===== src/hw/mlm_map.vh =====
// address map, instruction fields and timing constants of the load/multiply core
`ifndef MLM_MAP_VH
`define MLM_MAP_VH
// apb byte addresses
`define MLM_A_INSTR 12'h000
`define MLM_A_STATUS 12'h004
`define MLM_A_BASE 12'h008
`define MLM_A_IMM 12'h00c
`define MLM_A_JT1 12'h010
`define MLM_A_JT2 12'h014
`define MLM_A_PLO 12'h018
`define MLM_A_PHI 12'h01c
`define MLM_A_CORE 12'h020
`define MLM_A_TC 12'h040
`define MLM_A_CNT 12'h050
`define MLM_A_RAM 12'h100
// status bits
`define MLM_ST_BUSY 0
`define MLM_ST_OVF 1
`define MLM_ST_LOSS 2
`define MLM_ST_DONE 3
`define MLM_ST_OUT1 4
`define MLM_ST_OUT2 5
// opcode patterns
`define MLM_OP_CNT 2'b01
`define MLM_OP_IMM 5'b00111
`define MLM_LO_IMMH 2'b11
`define MLM_LO_IMML 2'b10
`define MLM_OP_JT1 4'b1000
`define MLM_OP_JT2 4'b1001
`define MLM_LO_JT 2'b00
`define MLM_OP_LOAD 2'b10
`define MLM_LO_LOAD 2'b10
`define MLM_OP_MUL 10'b0010110110
// shortcut codes
`define MLM_SC_OFF 2'b01
`define MLM_SC_ON 2'b10
`define MLM_SC_TGL 2'b11
// timing
`define MLM_MUL_CYCLES 5'd17
`define MLM_RESET_W16 16'h0000
`endif


===== src/hw/mlm_core.v =====
// execution of counter, immediate, jump, ram-load and multiply instructions behind apb
// How it works
// - count-from-ram writes the addressed data ram word into a terminal-count register
// - two-bit selector picks terminal-count register one to four
// - clear bit set zeroes the chosen counter, else only terminal count changes
// - shortcut codes: keep, disable, enable, invert each output
// - count-from-ram index bit adds the address base to the address field
// - upper-immediate load writes its byte into immediate bits 15 to 8
// - upper clear bit set zeroes immediate bits 15 to 8
// - lower-immediate load writes its byte into immediate bits 7 to 0
// - lower clear bit set zeroes immediate bits 7 to 0
// - first jump load puts ten-bit literal into first jump register
// - second jump load puts ten-bit literal into second jump register
// - ram-load copies the addressed data ram word into a core register
// - ram-load index bit selects base plus field, else field alone
// - multiply puts the upper product half into the high register
// - multiply takes seventeen clock cycles from issue to result
// - multiply updates overflow, precision-loss and complete flags
// - low product register holds the lower sixteen bits
`timescale 1ns/100ps
`default_nettype none
`include "mlm_map.vh"
module mlm_core #(
    parameter RAM_WORDS = 64,
    parameter CORE_REGS = 8
) (
    input wire pclk,
    input wire presetn,
    input wire psel,
    input wire penable,
    input wire pwrite,
    input wire [11:0] paddr,
    input wire [31:0] pwdata,
    output wire [31:0] prdata,
    output wire pready,
    output wire pslverr,
    output wire first_output_shortcut,
    output wire second_output_shortcut,
    output wire busy
);
    reg [15:0] ram_q [0:RAM_WORDS-1];
    reg [15:0] core_q [0:CORE_REGS-1];
    reg [15:0] tc_q [0:3];
    reg [15:0] cnt_q [0:3];
    reg [5:0] base_q;
    reg [15:0] immediate_register_q;
    reg [15:0] jump_target_one_q;
    reg [15:0] jump_target_two_q;
    reg [15:0] product_low_half_q;
    reg [15:0] product_high_half_q;
    reg shift_overflow_flag_q;
    reg shift_precision_lost_flag_q;
    reg multiply_finished_flag_q;
    reg out1_q;
    reg out2_q;
    reg [15:0] instr_q;
    reg exec_q;
    reg [4:0] mul_cnt_q;
    reg [31:0] mul_a_q;
    reg [15:0] mul_b_q;
    reg [31:0] mul_acc_q;
    reg [31:0] rdata_q;
    reg [31:0] rdata_d;
    reg err_d;
    integer i;

    // effective data ram address, shared by both ram-reading instructions
    function [5:0] eff_addr;
        input ofs;
        input [5:0] field;
        input [5:0] base;
        begin
            if (ofs) begin
                eff_addr = base + field;
            end else begin
                eff_addr = field;
            end
        end
    endfunction

    function shortcut;
        input [1:0] code;
        input cur;
        begin
            case (code)
                `MLM_SC_OFF: shortcut = 1'b0;
                `MLM_SC_ON: shortcut = 1'b1;
                `MLM_SC_TGL: shortcut = ~cur;
                default: shortcut = cur;
            endcase
        end
    endfunction

    // address window decode, shared by the read mux and the write strobes
    function in_win;
        input [11:0] addr;
        input [11:0] lo;
        input [11:0] hi;
        begin
            in_win = (addr >= lo) && (addr < hi);
        end
    endfunction

    wire access = psel & penable;
    wire wr_en = access & pwrite;
    wire mul_busy = (mul_cnt_q != 5'd0);
    assign busy = exec_q | mul_busy;
    // no wait states: every register answers in its first access cycle
    assign pready = 1'b1;
    assign prdata = rdata_q;
    assign first_output_shortcut = out1_q;
    assign second_output_shortcut = out2_q;

    // counter window is as wide as the terminal-count window
    localparam [11:0] CNT_END = `MLM_A_CNT + (`MLM_A_CNT - `MLM_A_TC);
    // write strobes; a refused access never writes, misaligned ones included
    // writes to read-only words are dropped without an error
    wire wr_ok = wr_en & ~err_d;
    wire wr_ram = wr_ok & (paddr >= `MLM_A_RAM);
    wire wr_core = wr_ok & in_win(paddr, `MLM_A_CORE, `MLM_A_TC);
    wire wr_tc = wr_ok & in_win(paddr, `MLM_A_TC, `MLM_A_CNT);
    wire wr_imm = wr_ok & (paddr == `MLM_A_IMM);
    wire wr_jt1 = wr_ok & (paddr == `MLM_A_JT1);
    wire wr_jt2 = wr_ok & (paddr == `MLM_A_JT2);
    wire wr_base = wr_ok & (paddr == `MLM_A_BASE);

    // instruction decode, valid in the execute cycle only
    wire dec_cnt = exec_q & (instr_q[15:14] == `MLM_OP_CNT);
    wire dec_immh = exec_q & (instr_q[15:11] == `MLM_OP_IMM) & (instr_q[1:0] == `MLM_LO_IMMH);
    wire dec_imml = exec_q & (instr_q[15:11] == `MLM_OP_IMM) & (instr_q[1:0] == `MLM_LO_IMML);
    wire dec_jt1 = exec_q & (instr_q[15:12] == `MLM_OP_JT1) & (instr_q[1:0] == `MLM_LO_JT);
    wire dec_jt2 = exec_q & (instr_q[15:12] == `MLM_OP_JT2) & (instr_q[1:0] == `MLM_LO_JT);
    wire dec_load = exec_q & (instr_q[15:14] == `MLM_OP_LOAD) & (instr_q[1:0] == `MLM_LO_LOAD);
    wire dec_mul = exec_q & (instr_q[15:6] == `MLM_OP_MUL);

    wire [5:0] cnt_ea = eff_addr(instr_q[13], instr_q[5:0], base_q);
    wire [5:0] load_ea = eff_addr(instr_q[2], instr_q[13:8], base_q);
    wire [1:0] tc_sel = instr_q[7:6];
    wire [2:0] load_dst = instr_q[5:3];
    wire [7:0] byte_literal = instr_q[9:2];
    wire [9:0] ten_bit_literal = instr_q[11:2];
    wire [15:0] first_operand_reg = core_q[instr_q[2:0]];
    wire [15:0] second_operand_reg = core_q[instr_q[5:3]];
    wire [31:0] mul_acc_d = mul_acc_q + (mul_b_q[0] ? mul_a_q : 32'h0000_0000);
    wire instr_wr = wr_en & (paddr == `MLM_A_INSTR) & ~busy;

    // apb read mux and error decode
    always @* begin
        rdata_d = 32'h0000_0000;
        err_d = 1'b0;
        if (paddr[1:0] != 2'b00) begin
            err_d = 1'b1;
        end else if (paddr >= `MLM_A_RAM) begin
            if (paddr[11:2] < (`MLM_A_RAM >> 2) + RAM_WORDS) begin
                rdata_d = {16'h0000, ram_q[paddr[7:2]]};
            end else begin
                err_d = 1'b1;
            end
        end else if (paddr == `MLM_A_INSTR) begin
            rdata_d = {16'h0000, instr_q};
            err_d = pwrite & busy;
        end else if (paddr == `MLM_A_STATUS) begin
            rdata_d = {26'h000_0000, out2_q, out1_q, multiply_finished_flag_q,
                shift_precision_lost_flag_q, shift_overflow_flag_q, busy};
        end else if (paddr == `MLM_A_BASE) begin
            rdata_d = {26'h000_0000, base_q};
        end else if (paddr == `MLM_A_IMM) begin
            rdata_d = {16'h0000, immediate_register_q};
        end else if (paddr == `MLM_A_JT1) begin
            rdata_d = {16'h0000, jump_target_one_q};
        end else if (paddr == `MLM_A_JT2) begin
            rdata_d = {16'h0000, jump_target_two_q};
        end else if (paddr == `MLM_A_PLO) begin
            rdata_d = {16'h0000, product_low_half_q};
        end else if (paddr == `MLM_A_PHI) begin
            rdata_d = {16'h0000, product_high_half_q};
        end else if (in_win(paddr, `MLM_A_CORE, `MLM_A_TC)) begin
            rdata_d = {16'h0000, core_q[paddr[4:2]]};
        end else if (in_win(paddr, `MLM_A_TC, `MLM_A_CNT)) begin
            rdata_d = {16'h0000, tc_q[paddr[3:2]]};
        end else if (in_win(paddr, `MLM_A_CNT, CNT_END)) begin
            rdata_d = {16'h0000, cnt_q[paddr[3:2]]};
        end else begin
            err_d = 1'b1;
        end
    end

    // error answer only in the access phase; reads register the data on the setup cycle
    assign pslverr = access & err_d;

    always @(posedge pclk or negedge presetn) begin
        if (!presetn) begin
            rdata_q <= 32'h0000_0000;
        end else if (psel & ~penable & ~pwrite) begin
            rdata_q <= rdata_d;
        end
    end

    // instruction issue: written word executes on the following edge
    always @(posedge pclk or negedge presetn) begin
        if (!presetn) begin
            instr_q <= `MLM_RESET_W16;
            exec_q <= 1'b0;
        end else begin
            exec_q <= instr_wr;
            if (instr_wr) begin
                instr_q <= pwdata[15:0];
            end
        end
    end

    // data ram: software writes only, instructions read it combinationally
    always @(posedge pclk or negedge presetn) begin
        if (!presetn) begin
            for (i = 0; i < RAM_WORDS; i = i + 1) begin
                ram_q[i] <= `MLM_RESET_W16;
            end
        end else if (wr_ram) begin
            ram_q[paddr[7:2]] <= pwdata[15:0];
        end
    end

    // core register set; an apb write never meets an execute cycle, since issue needs two edges
    always @(posedge pclk or negedge presetn) begin
        if (!presetn) begin
            for (i = 0; i < CORE_REGS; i = i + 1) begin
                core_q[i] <= `MLM_RESET_W16;
            end
        end else if (dec_load) begin
            core_q[load_dst] <= ram_q[load_ea];
        end else if (wr_core) begin
            core_q[paddr[4:2]] <= pwdata[15:0];
        end
    end

    // terminal counts, counters and output shortcuts
    always @(posedge pclk or negedge presetn) begin
        if (!presetn) begin
            for (i = 0; i < 4; i = i + 1) begin
                tc_q[i] <= `MLM_RESET_W16;
                cnt_q[i] <= `MLM_RESET_W16;
            end
            out1_q <= 1'b0;
            out2_q <= 1'b0;
        end else begin
            // free-running up counters that wrap when they reach their terminal count
            for (i = 0; i < 4; i = i + 1) begin
                if (cnt_q[i] >= tc_q[i]) begin
                    cnt_q[i] <= `MLM_RESET_W16;
                end else begin
                    cnt_q[i] <= cnt_q[i] + 16'h0001;
                end
            end
            if (dec_cnt) begin
                tc_q[tc_sel] <= ram_q[cnt_ea];
                if (instr_q[12]) begin
                    cnt_q[tc_sel] <= `MLM_RESET_W16;
                end
                out1_q <= shortcut(instr_q[11:10], out1_q);
                out2_q <= shortcut(instr_q[9:8], out2_q);
            end else if (wr_tc) begin
                tc_q[paddr[3:2]] <= pwdata[15:0];
            end
        end
    end

    // immediate, jump and base registers
    always @(posedge pclk or negedge presetn) begin
        if (!presetn) begin
            immediate_register_q <= `MLM_RESET_W16;
            jump_target_one_q <= `MLM_RESET_W16;
            jump_target_two_q <= `MLM_RESET_W16;
            base_q <= 6'h00;
        end else begin
            if (dec_immh) begin
                if (instr_q[10]) begin
                    immediate_register_q[15:8] <= 8'h00;
                end else begin
                    immediate_register_q[15:8] <= byte_literal;
                end
            end else if (dec_imml) begin
                if (instr_q[10]) begin
                    immediate_register_q[7:0] <= 8'h00;
                end else begin
                    immediate_register_q[7:0] <= byte_literal;
                end
            end else if (wr_imm) begin
                immediate_register_q <= pwdata[15:0];
            end
            if (dec_jt1) begin
                jump_target_one_q <= {6'h00, ten_bit_literal};
            end else if (wr_jt1) begin
                jump_target_one_q <= pwdata[15:0];
            end
            if (dec_jt2) begin
                jump_target_two_q <= {6'h00, ten_bit_literal};
            end else if (wr_jt2) begin
                jump_target_two_q <= pwdata[15:0];
            end
            if (wr_base) begin
                base_q <= pwdata[5:0];
            end
        end
    end

    // shift-and-add multiply: issue cycle plus sixteen steps, one bit per step
    // slower than a single-cycle array but keeps the multiplier to one adder
    always @(posedge pclk or negedge presetn) begin
        if (!presetn) begin
            mul_cnt_q <= 5'd0;
            mul_a_q <= 32'h0000_0000;
            mul_b_q <= `MLM_RESET_W16;
            mul_acc_q <= 32'h0000_0000;
            product_low_half_q <= `MLM_RESET_W16;
            product_high_half_q <= `MLM_RESET_W16;
            shift_overflow_flag_q <= 1'b0;
            shift_precision_lost_flag_q <= 1'b0;
            multiply_finished_flag_q <= 1'b0;
        end else if (dec_mul) begin
            mul_cnt_q <= `MLM_MUL_CYCLES - 5'd1;
            mul_a_q <= {16'h0000, first_operand_reg};
            mul_b_q <= second_operand_reg;
            mul_acc_q <= 32'h0000_0000;
            multiply_finished_flag_q <= 1'b0;
        end else if (mul_busy) begin
            mul_cnt_q <= mul_cnt_q - 5'd1;
            mul_a_q <= {mul_a_q[30:0], 1'b0};
            mul_b_q <= {1'b0, mul_b_q[15:1]};
            mul_acc_q <= mul_acc_d;
            if (mul_cnt_q == 5'd1) begin
                product_high_half_q <= mul_acc_d[31:16];
                product_low_half_q <= mul_acc_d[15:0];
                // a plain product cannot overflow 32 bits nor drop bits
                shift_overflow_flag_q <= 1'b0;
                shift_precision_lost_flag_q <= 1'b0;
                multiply_finished_flag_q <= 1'b1;
            end
        end
    end
endmodule
`default_nettype wire


===== config.mk =====
export PLATFORM = sky130hd
export DESIGN_NAME = mlm_core
export DESIGN_NICKNAME = d
export VERILOG_FILES = /design/src/hw/mlm_core.v
export VERILOG_INCLUDE_DIRS = /design/src /design/src/hw
export SDC_FILE = /design/constraint.sdc
export NUM_CORES = 2
export LEC_CHECK = 0
export BUFFER_PORTS_ARGS = -buffer_cell sky130_fd_sc_hd__buf_2
export CORE_MARGIN = 3
export CORE_UTILIZATION = 60
export DETAILED_ROUTE_END_ITERATION = 10
export PLACE_DENSITY = 0.76
export SYNTH_ARGS = -nofsm -noshare
export SYNTH_HDL_FRONTEND = slang
export SYNTH_SLANG_ARGS = --single-unit

===== constraint.sdc =====
create_clock -name pclk -period 5.2 [get_ports pclk]
set_input_delay 1.56 -clock pclk [delete_from_list [all_inputs] [get_ports pclk]]
set_output_delay 1.56 -clock pclk [all_outputs]
set_load 0.005 [all_outputs]

* After elaboration in Yosys (flattened, before gate mapping)
Index checks and enable logic that the tools add are counted.
** Operators by class
- Add/subtract/negate cells :: 8
- Magnitude comparators :: 25
- Eq/ne operators :: 23
- Multiplexer cells :: 102
- Bitwise gates (word level) :: 46
- Reductions and logical operators :: 28
** Operators by type and width (count)
- $bwmux 1024 :: 1
- $mux 16 :: 44
- $bmux 16 s6 :: 3
- $bwmux 128 :: 2
- $mux 128 :: 2
- $mux 64 :: 4
- $mux 32 :: 7
- $bmux 16 s3 :: 3
- $bwmux 64 :: 2
- $demux 16 s3 :: 2
- $demux 16 s6 :: 1
- $add 16x1->16 const B :: 4
- $and 64x64->64 :: 1
- $bmux 16 s2 :: 2
- $demux 16 s2 :: 2
- $ge 16x16->1 :: 4
- $not 64->64 :: 1
- $eq 12x5->1 const B :: 4
- $lt 12x7->1 const B :: 3
- $add 32x32->32 :: 1
- $mux 8 :: 4
- $and 1x1->1 :: 27
- $eq 12x4->1 const B :: 2
- $ge 12x7->1 const B :: 2
- 36 further kinds :: 104
** Word-level totals
- Register bits :: 1503
- Input bits :: 49
- Output and inout port bits :: 37
- Word-level logic and storage cells :: 329

* Longest topological paths before layout
- Depth in word-level cells :: 21
- Depth in mapped cells :: 13
- Depth with buffers taken out :: 12

* Worst setup path before layout
OpenSTA, ideal clock, no wires.
- Kind :: in2out
- Start :: input paddr[6]
- End :: output pslverr
- Data arrival time :: 2.879 ns
- Required time :: 3.640 ns
- Path slack :: 0.761 ns
- Cell stages on the path :: 7
- Buffers on the path :: 2
- Cell sequence :: buf_6 > or4_4 > buf_6 > nor4_4 > a211oi_2 > a21oi_1 > nor2_1
** On the way
- Longest elaborated chain between the ends :: 16
- Elaborated cells between the ends (all ways) :: 34
- Classes of those cells :: order compare (8); eq/ne (7); mux (14); bitwise (1); reduce/logical (4)
** RTL lines
- start, declared :: line mlm_core.v:32 : input wire [11:0] paddr,
- $ge 12x7->1 or $lt 12x7->1 (tied branches) :: line mlm_core.v:100 : in_win = (addr >= lo) && (addr < hi);
- $logic_and 1x1->1 :: line mlm_core.v:100
- $mux 1 :: line mlm_core.v:181 : end else if (in_win(paddr, `MLM_A_CNT, CNT_END)) begin
- $mux 1 :: line mlm_core.v:179 : end else if (in_win(paddr, `MLM_A_TC, `MLM_A_CNT)) begin
- $mux 1 :: line mlm_core.v:177 : end else if (in_win(paddr, `MLM_A_CORE, `MLM_A_TC)) begin
- $mux 1 :: line mlm_core.v:175 : end else if (paddr == `MLM_A_PHI) begin
- $mux 1 :: line mlm_core.v:173 : end else if (paddr == `MLM_A_PLO) begin
- $mux 1 :: line mlm_core.v:171 : end else if (paddr == `MLM_A_JT2) begin
- $mux 1 :: line mlm_core.v:169 : end else if (paddr == `MLM_A_JT1) begin
- $mux 1 :: line mlm_core.v:167 : end else if (paddr == `MLM_A_IMM) begin
- $mux 1 :: line mlm_core.v:165 : end else if (paddr == `MLM_A_BASE) begin
- $mux 1 :: line mlm_core.v:162 : end else if (paddr == `MLM_A_STATUS) begin
- $mux 1 :: line mlm_core.v:159 : end else if (paddr == `MLM_A_INSTR) begin
- $mux 1 * :: line mlm_core.v:153 : end else if (paddr >= `MLM_A_RAM) begin
- $mux 1 * :: line mlm_core.v:151 : if (paddr[1:0] != 2'b00) begin
- $and 1x1->1 * :: line mlm_core.v:189 : assign pslverr = access & err_d;
- end, declared :: line mlm_core.v:36 : output wire pslverr,
Every way passes the cells marked *; elsewhere a longest branch is shown, timed or not.

* Final worst setup path
- Start :: input paddr[11]
- End :: output pslverr
The elaborated chain is that of the path after synthesis.

==> summary.txt <==
Die
  – Starting Density: 0.6065
  – Die X: between 300 and 400 um
  – Die H: 396.0 um
  – Io pins: 86
  – Row count: 142
  – Total die area: 156800 um2
  – Core area: 150500 um2

Clock network
  – CTS tree: yes
  – Hold bufs inserted after CTS: 0
  – PostCTS Resize Cnt: 0
  – Setup Fix Bufs, Post-CTS: 0
  – H-Tree Depth: 4
  – Clk sink count: ~1500
  – Worst-path clk slew: approximately 0.060 ns
  – CTS Buffer Depth: 3
  – Clock buffer count from CTS: approximately 160
  – Root Driver: clkbuf_16
  – Worst-skew pair later-pin latency: 0.81 ns

Worst setup path
  – Crit start category: input pin
  – Buffers plus inverters on the worst setup path: 2
  – Data arrival, critical path: about 3.4 ns
  – RR Startpoint: base_q[0]$_DFFE_PN0P_
  – Critical path type: in2out
  – CP Cell Sequence: buf_2 -> or4_1 -> nor4_4 -> a211oi_2 -> a21oi_1 -> nor2_1 -> buf_2
  – Slowest cell on the critical path: or4_1
  – Most used cell, CP: buf_2
  – CP endpoint kind: primary output
  – Crit-path max cell delay: 0.67 ns
  – Max FO, Critical Path: 3
  – CP required: approximately 3.6 ns
  – Critical Path Source: paddr[11]
  – Crit-path leading delay family: simple AND/OR/NAND/NOR gates

Place
  – Dpl cell area: 94760 um2
  – RePlAce Congestion: 1.011
  – Port buffer count: 52
  – Placed Cells: 8552
  – Dpl ws: 0.3220 ns
  – Dpl hpwl: slightly below 200 mm

Synth
  – Netlist cell types: 85
  – Most frequent cells after synthesis: dfrtp_1 (1487), mux2_2 (1126), mux4_2 (960)
  – #FFs+latches synth: 1487
  – Synth top area cells: dfrtp_1 (41%), mux4_2 (24%), mux2_2 (14%)
  – Seq/Total Area, Yosys: 0.4077
  – Cell taking the most area after synthesis: dfrtp_1
  – Top_reg_cell synth: dfrtp_1
  – Top cell type's share of synthesized area: 0.4077
  – Ys async rst share: 1.000
  – Most frequent cell after synthesis: dfrtp_1
  – Synth Area per Inst: 13.39 um2
  – Mapped cell area: 91270 um2
  – Number of synthesized flops with an enable pin: 0
  – Synth warn: 0
  – Cells after synthesis: between 6000 and 7000

Route
  – Vias: roughly 67000
  – DRT iter0 DRCs: 9061
  – DRT antenna net count: 0
  – Drt pass-1 iters: 6
  – Final WL: about 310 mm
  – Routed len/inst: 34.93 um
  – Post-DR vias/cell: 7.561
  – Drt drc: 0

Finish
  – Post-route cell area: 100400 um2
  – Final Core Density: 0.6671
  – Fin nets: a little under 7000
  – Share of post-route cells with drive strength above 1: 0.4169
  – Non-filler cells, final: ~8900
  – Area Growth Syn to Fin: 9.992%
  – Fill cells: 10540

STA
  – Setup TNS: 0 ns
  – Max-Slew Margin vs Limit: 0.01737
  – Setup ws final: 0.2678 ns
  – Final Hold Viols: 0
  – FMAX: 202.7 MHz
  – Worst-Margin Slew: 1.474 ns
  – Final Max Slew Viols: 0
  – Period utilization: 0.9485
  – Min cycle time layout: 4.932 ns
  – Setup violations, final: 0
  – RSZ-0062 raised after global routing: false
  – Worst Skew: about 0.032 ns

Power
  – Pwr per Cell Area: 248.1 nW/um2
  – LEAKAGE: 44.08 nW
  – Worst VDD drop: around 0.29 mV

Global route
  – Total grt overflow: 0
  – Number of global-route vias before repair: 66790
  – Largest net degree at the start of global routing: 128
  – Tot GR Track Use: 0.3940
  – First-pass GRT wire length: 453.9 mm
  – Initial antenna violation count: 8

Min path
  – Hold Startpoint: product_high_half_q[4]$_DFFE_PN0P_
  – HP Class: reg2reg

Status
  – Status: finished, final reports clean

Flow run
  – Maxcap violations: 0
-- through the flow --
step	hold slack, ns	power, mW
5_1_grt	0.5320	25.48
3_5_place_dp	0.4756	12.84
3_3_place_gp	0.4707	12.83
6_report	0.4967	24.90
2_1_floorplan	0.4498	12.30
4_1_cts	0.4934	24.93
-- where the power goes --
| part | switching, mW | internal, mW | total (mW) |
|---|---|---|---|
| Clock | 5.07 | 7.18 | 12.2 |
| Combinational | 0.795 | 0.260 | 1.05 |
| Sequential | 0.0156 | 11.6 | 11.6 |
| Total | 5.88 | 19.0 | 24.9 |
-- per-layer routing --
layer | vias up | track usage | wire (um)
li1 | 26350 | - | -
met1 | 34340 | 0.5034 | 107800
met2 | 5100 | 0.5609 | 133700
met3 | 1169 | 0.1458 | 41960
met4 | 4 | 0.2716 | 25870
met5 | - | 0 | 27
-- placed cells by master (no fill, tap or decap), drive strengths merged, types with 193 or more instances in the layout --
master / Yosys / layout
mux2i: 288 / 288
mux4: 960 / 960
a21oi: 193 / 193
nand2: 320 / 320
dfrtp: 1487 / 1487
nor2: 204 / 204
o21ai: 286 / 286
buf: 291 / 377
a22oi: 210 / 210
mux2: 1130 / 1130
clkbuf: 380 / 226
-- flip-flops by register name, summed over array words and instances, names as in the netlist, 5 cells and up --
name,cells
immediate_register_q,16
jump_target_two_q,16
instr_q,16
tc_q,64
jump_target_one_q,16
product_low_half_q,16
base_q,6
mul_b_q,16
mul_a_q,32
product_high_half_q,16
ram_q,1024
core_q,128
prdata,16
mul_cnt_q,5
mul_acc_q,32
cnt_q,64
-- tightest hold or removal path, stage by stage (launching register included) --
cell and delay (ns):
dfrtp_1 0.35, nand2_1 0.05, o21ai_0 0.07
-- layout make-up --
cell class / instances / area, um2 / area share
diodes: 7 / 17.52 / 0.0001745
clock buffers: 226 / 4741 / 0.04723
clock inverters: 71 / 868.3 / 0.008650
inverters: 89 / 334.1 / 0.003328
multi-input cells: 4583 / 51190 / 0.5100
flip-flops and latches: 1487 / 37210 / 0.3707
well taps: 2016 / 2522 / 0.02513
repair buffers: 377 / 3495 / 0.03481
-- path summary, 6_finish.rpt --
path	end	slack (ns)	cells after the start
setup / recovery	pslverr	0.27	7
hold / removal	product_high_half_q[4]$_DFFE_PN0P_	0.50	2
setup reg to reg	tc_q[54]$_DFFE_PN0P_	0.60	11
hold reg to reg	product_high_half_q[4]$_DFFE_PN0P_	0.50	2
max in group asynchronous	ram_q[719]$_DFFE_PN0P_	3.08	3
min in group asynchronous	mul_acc_q[4]$_DFFE_PN0P_	0.71	1
-- cell families after synthesis --
logic type / Yosys count / share of synthesized area
buf+inv: 760 / 0.03503
other cells: 2 / 0.00008229
xor+xnor: 92 / 0.008980
flops: 1487 / 0.4077
fa+ha+maj: 114 / 0.01588
simple gates: 908 / 0.04848
mux: 2378 / 0.4079
compound gates: 1074 / 0.07594
Power figures use the tool's default switching activity.
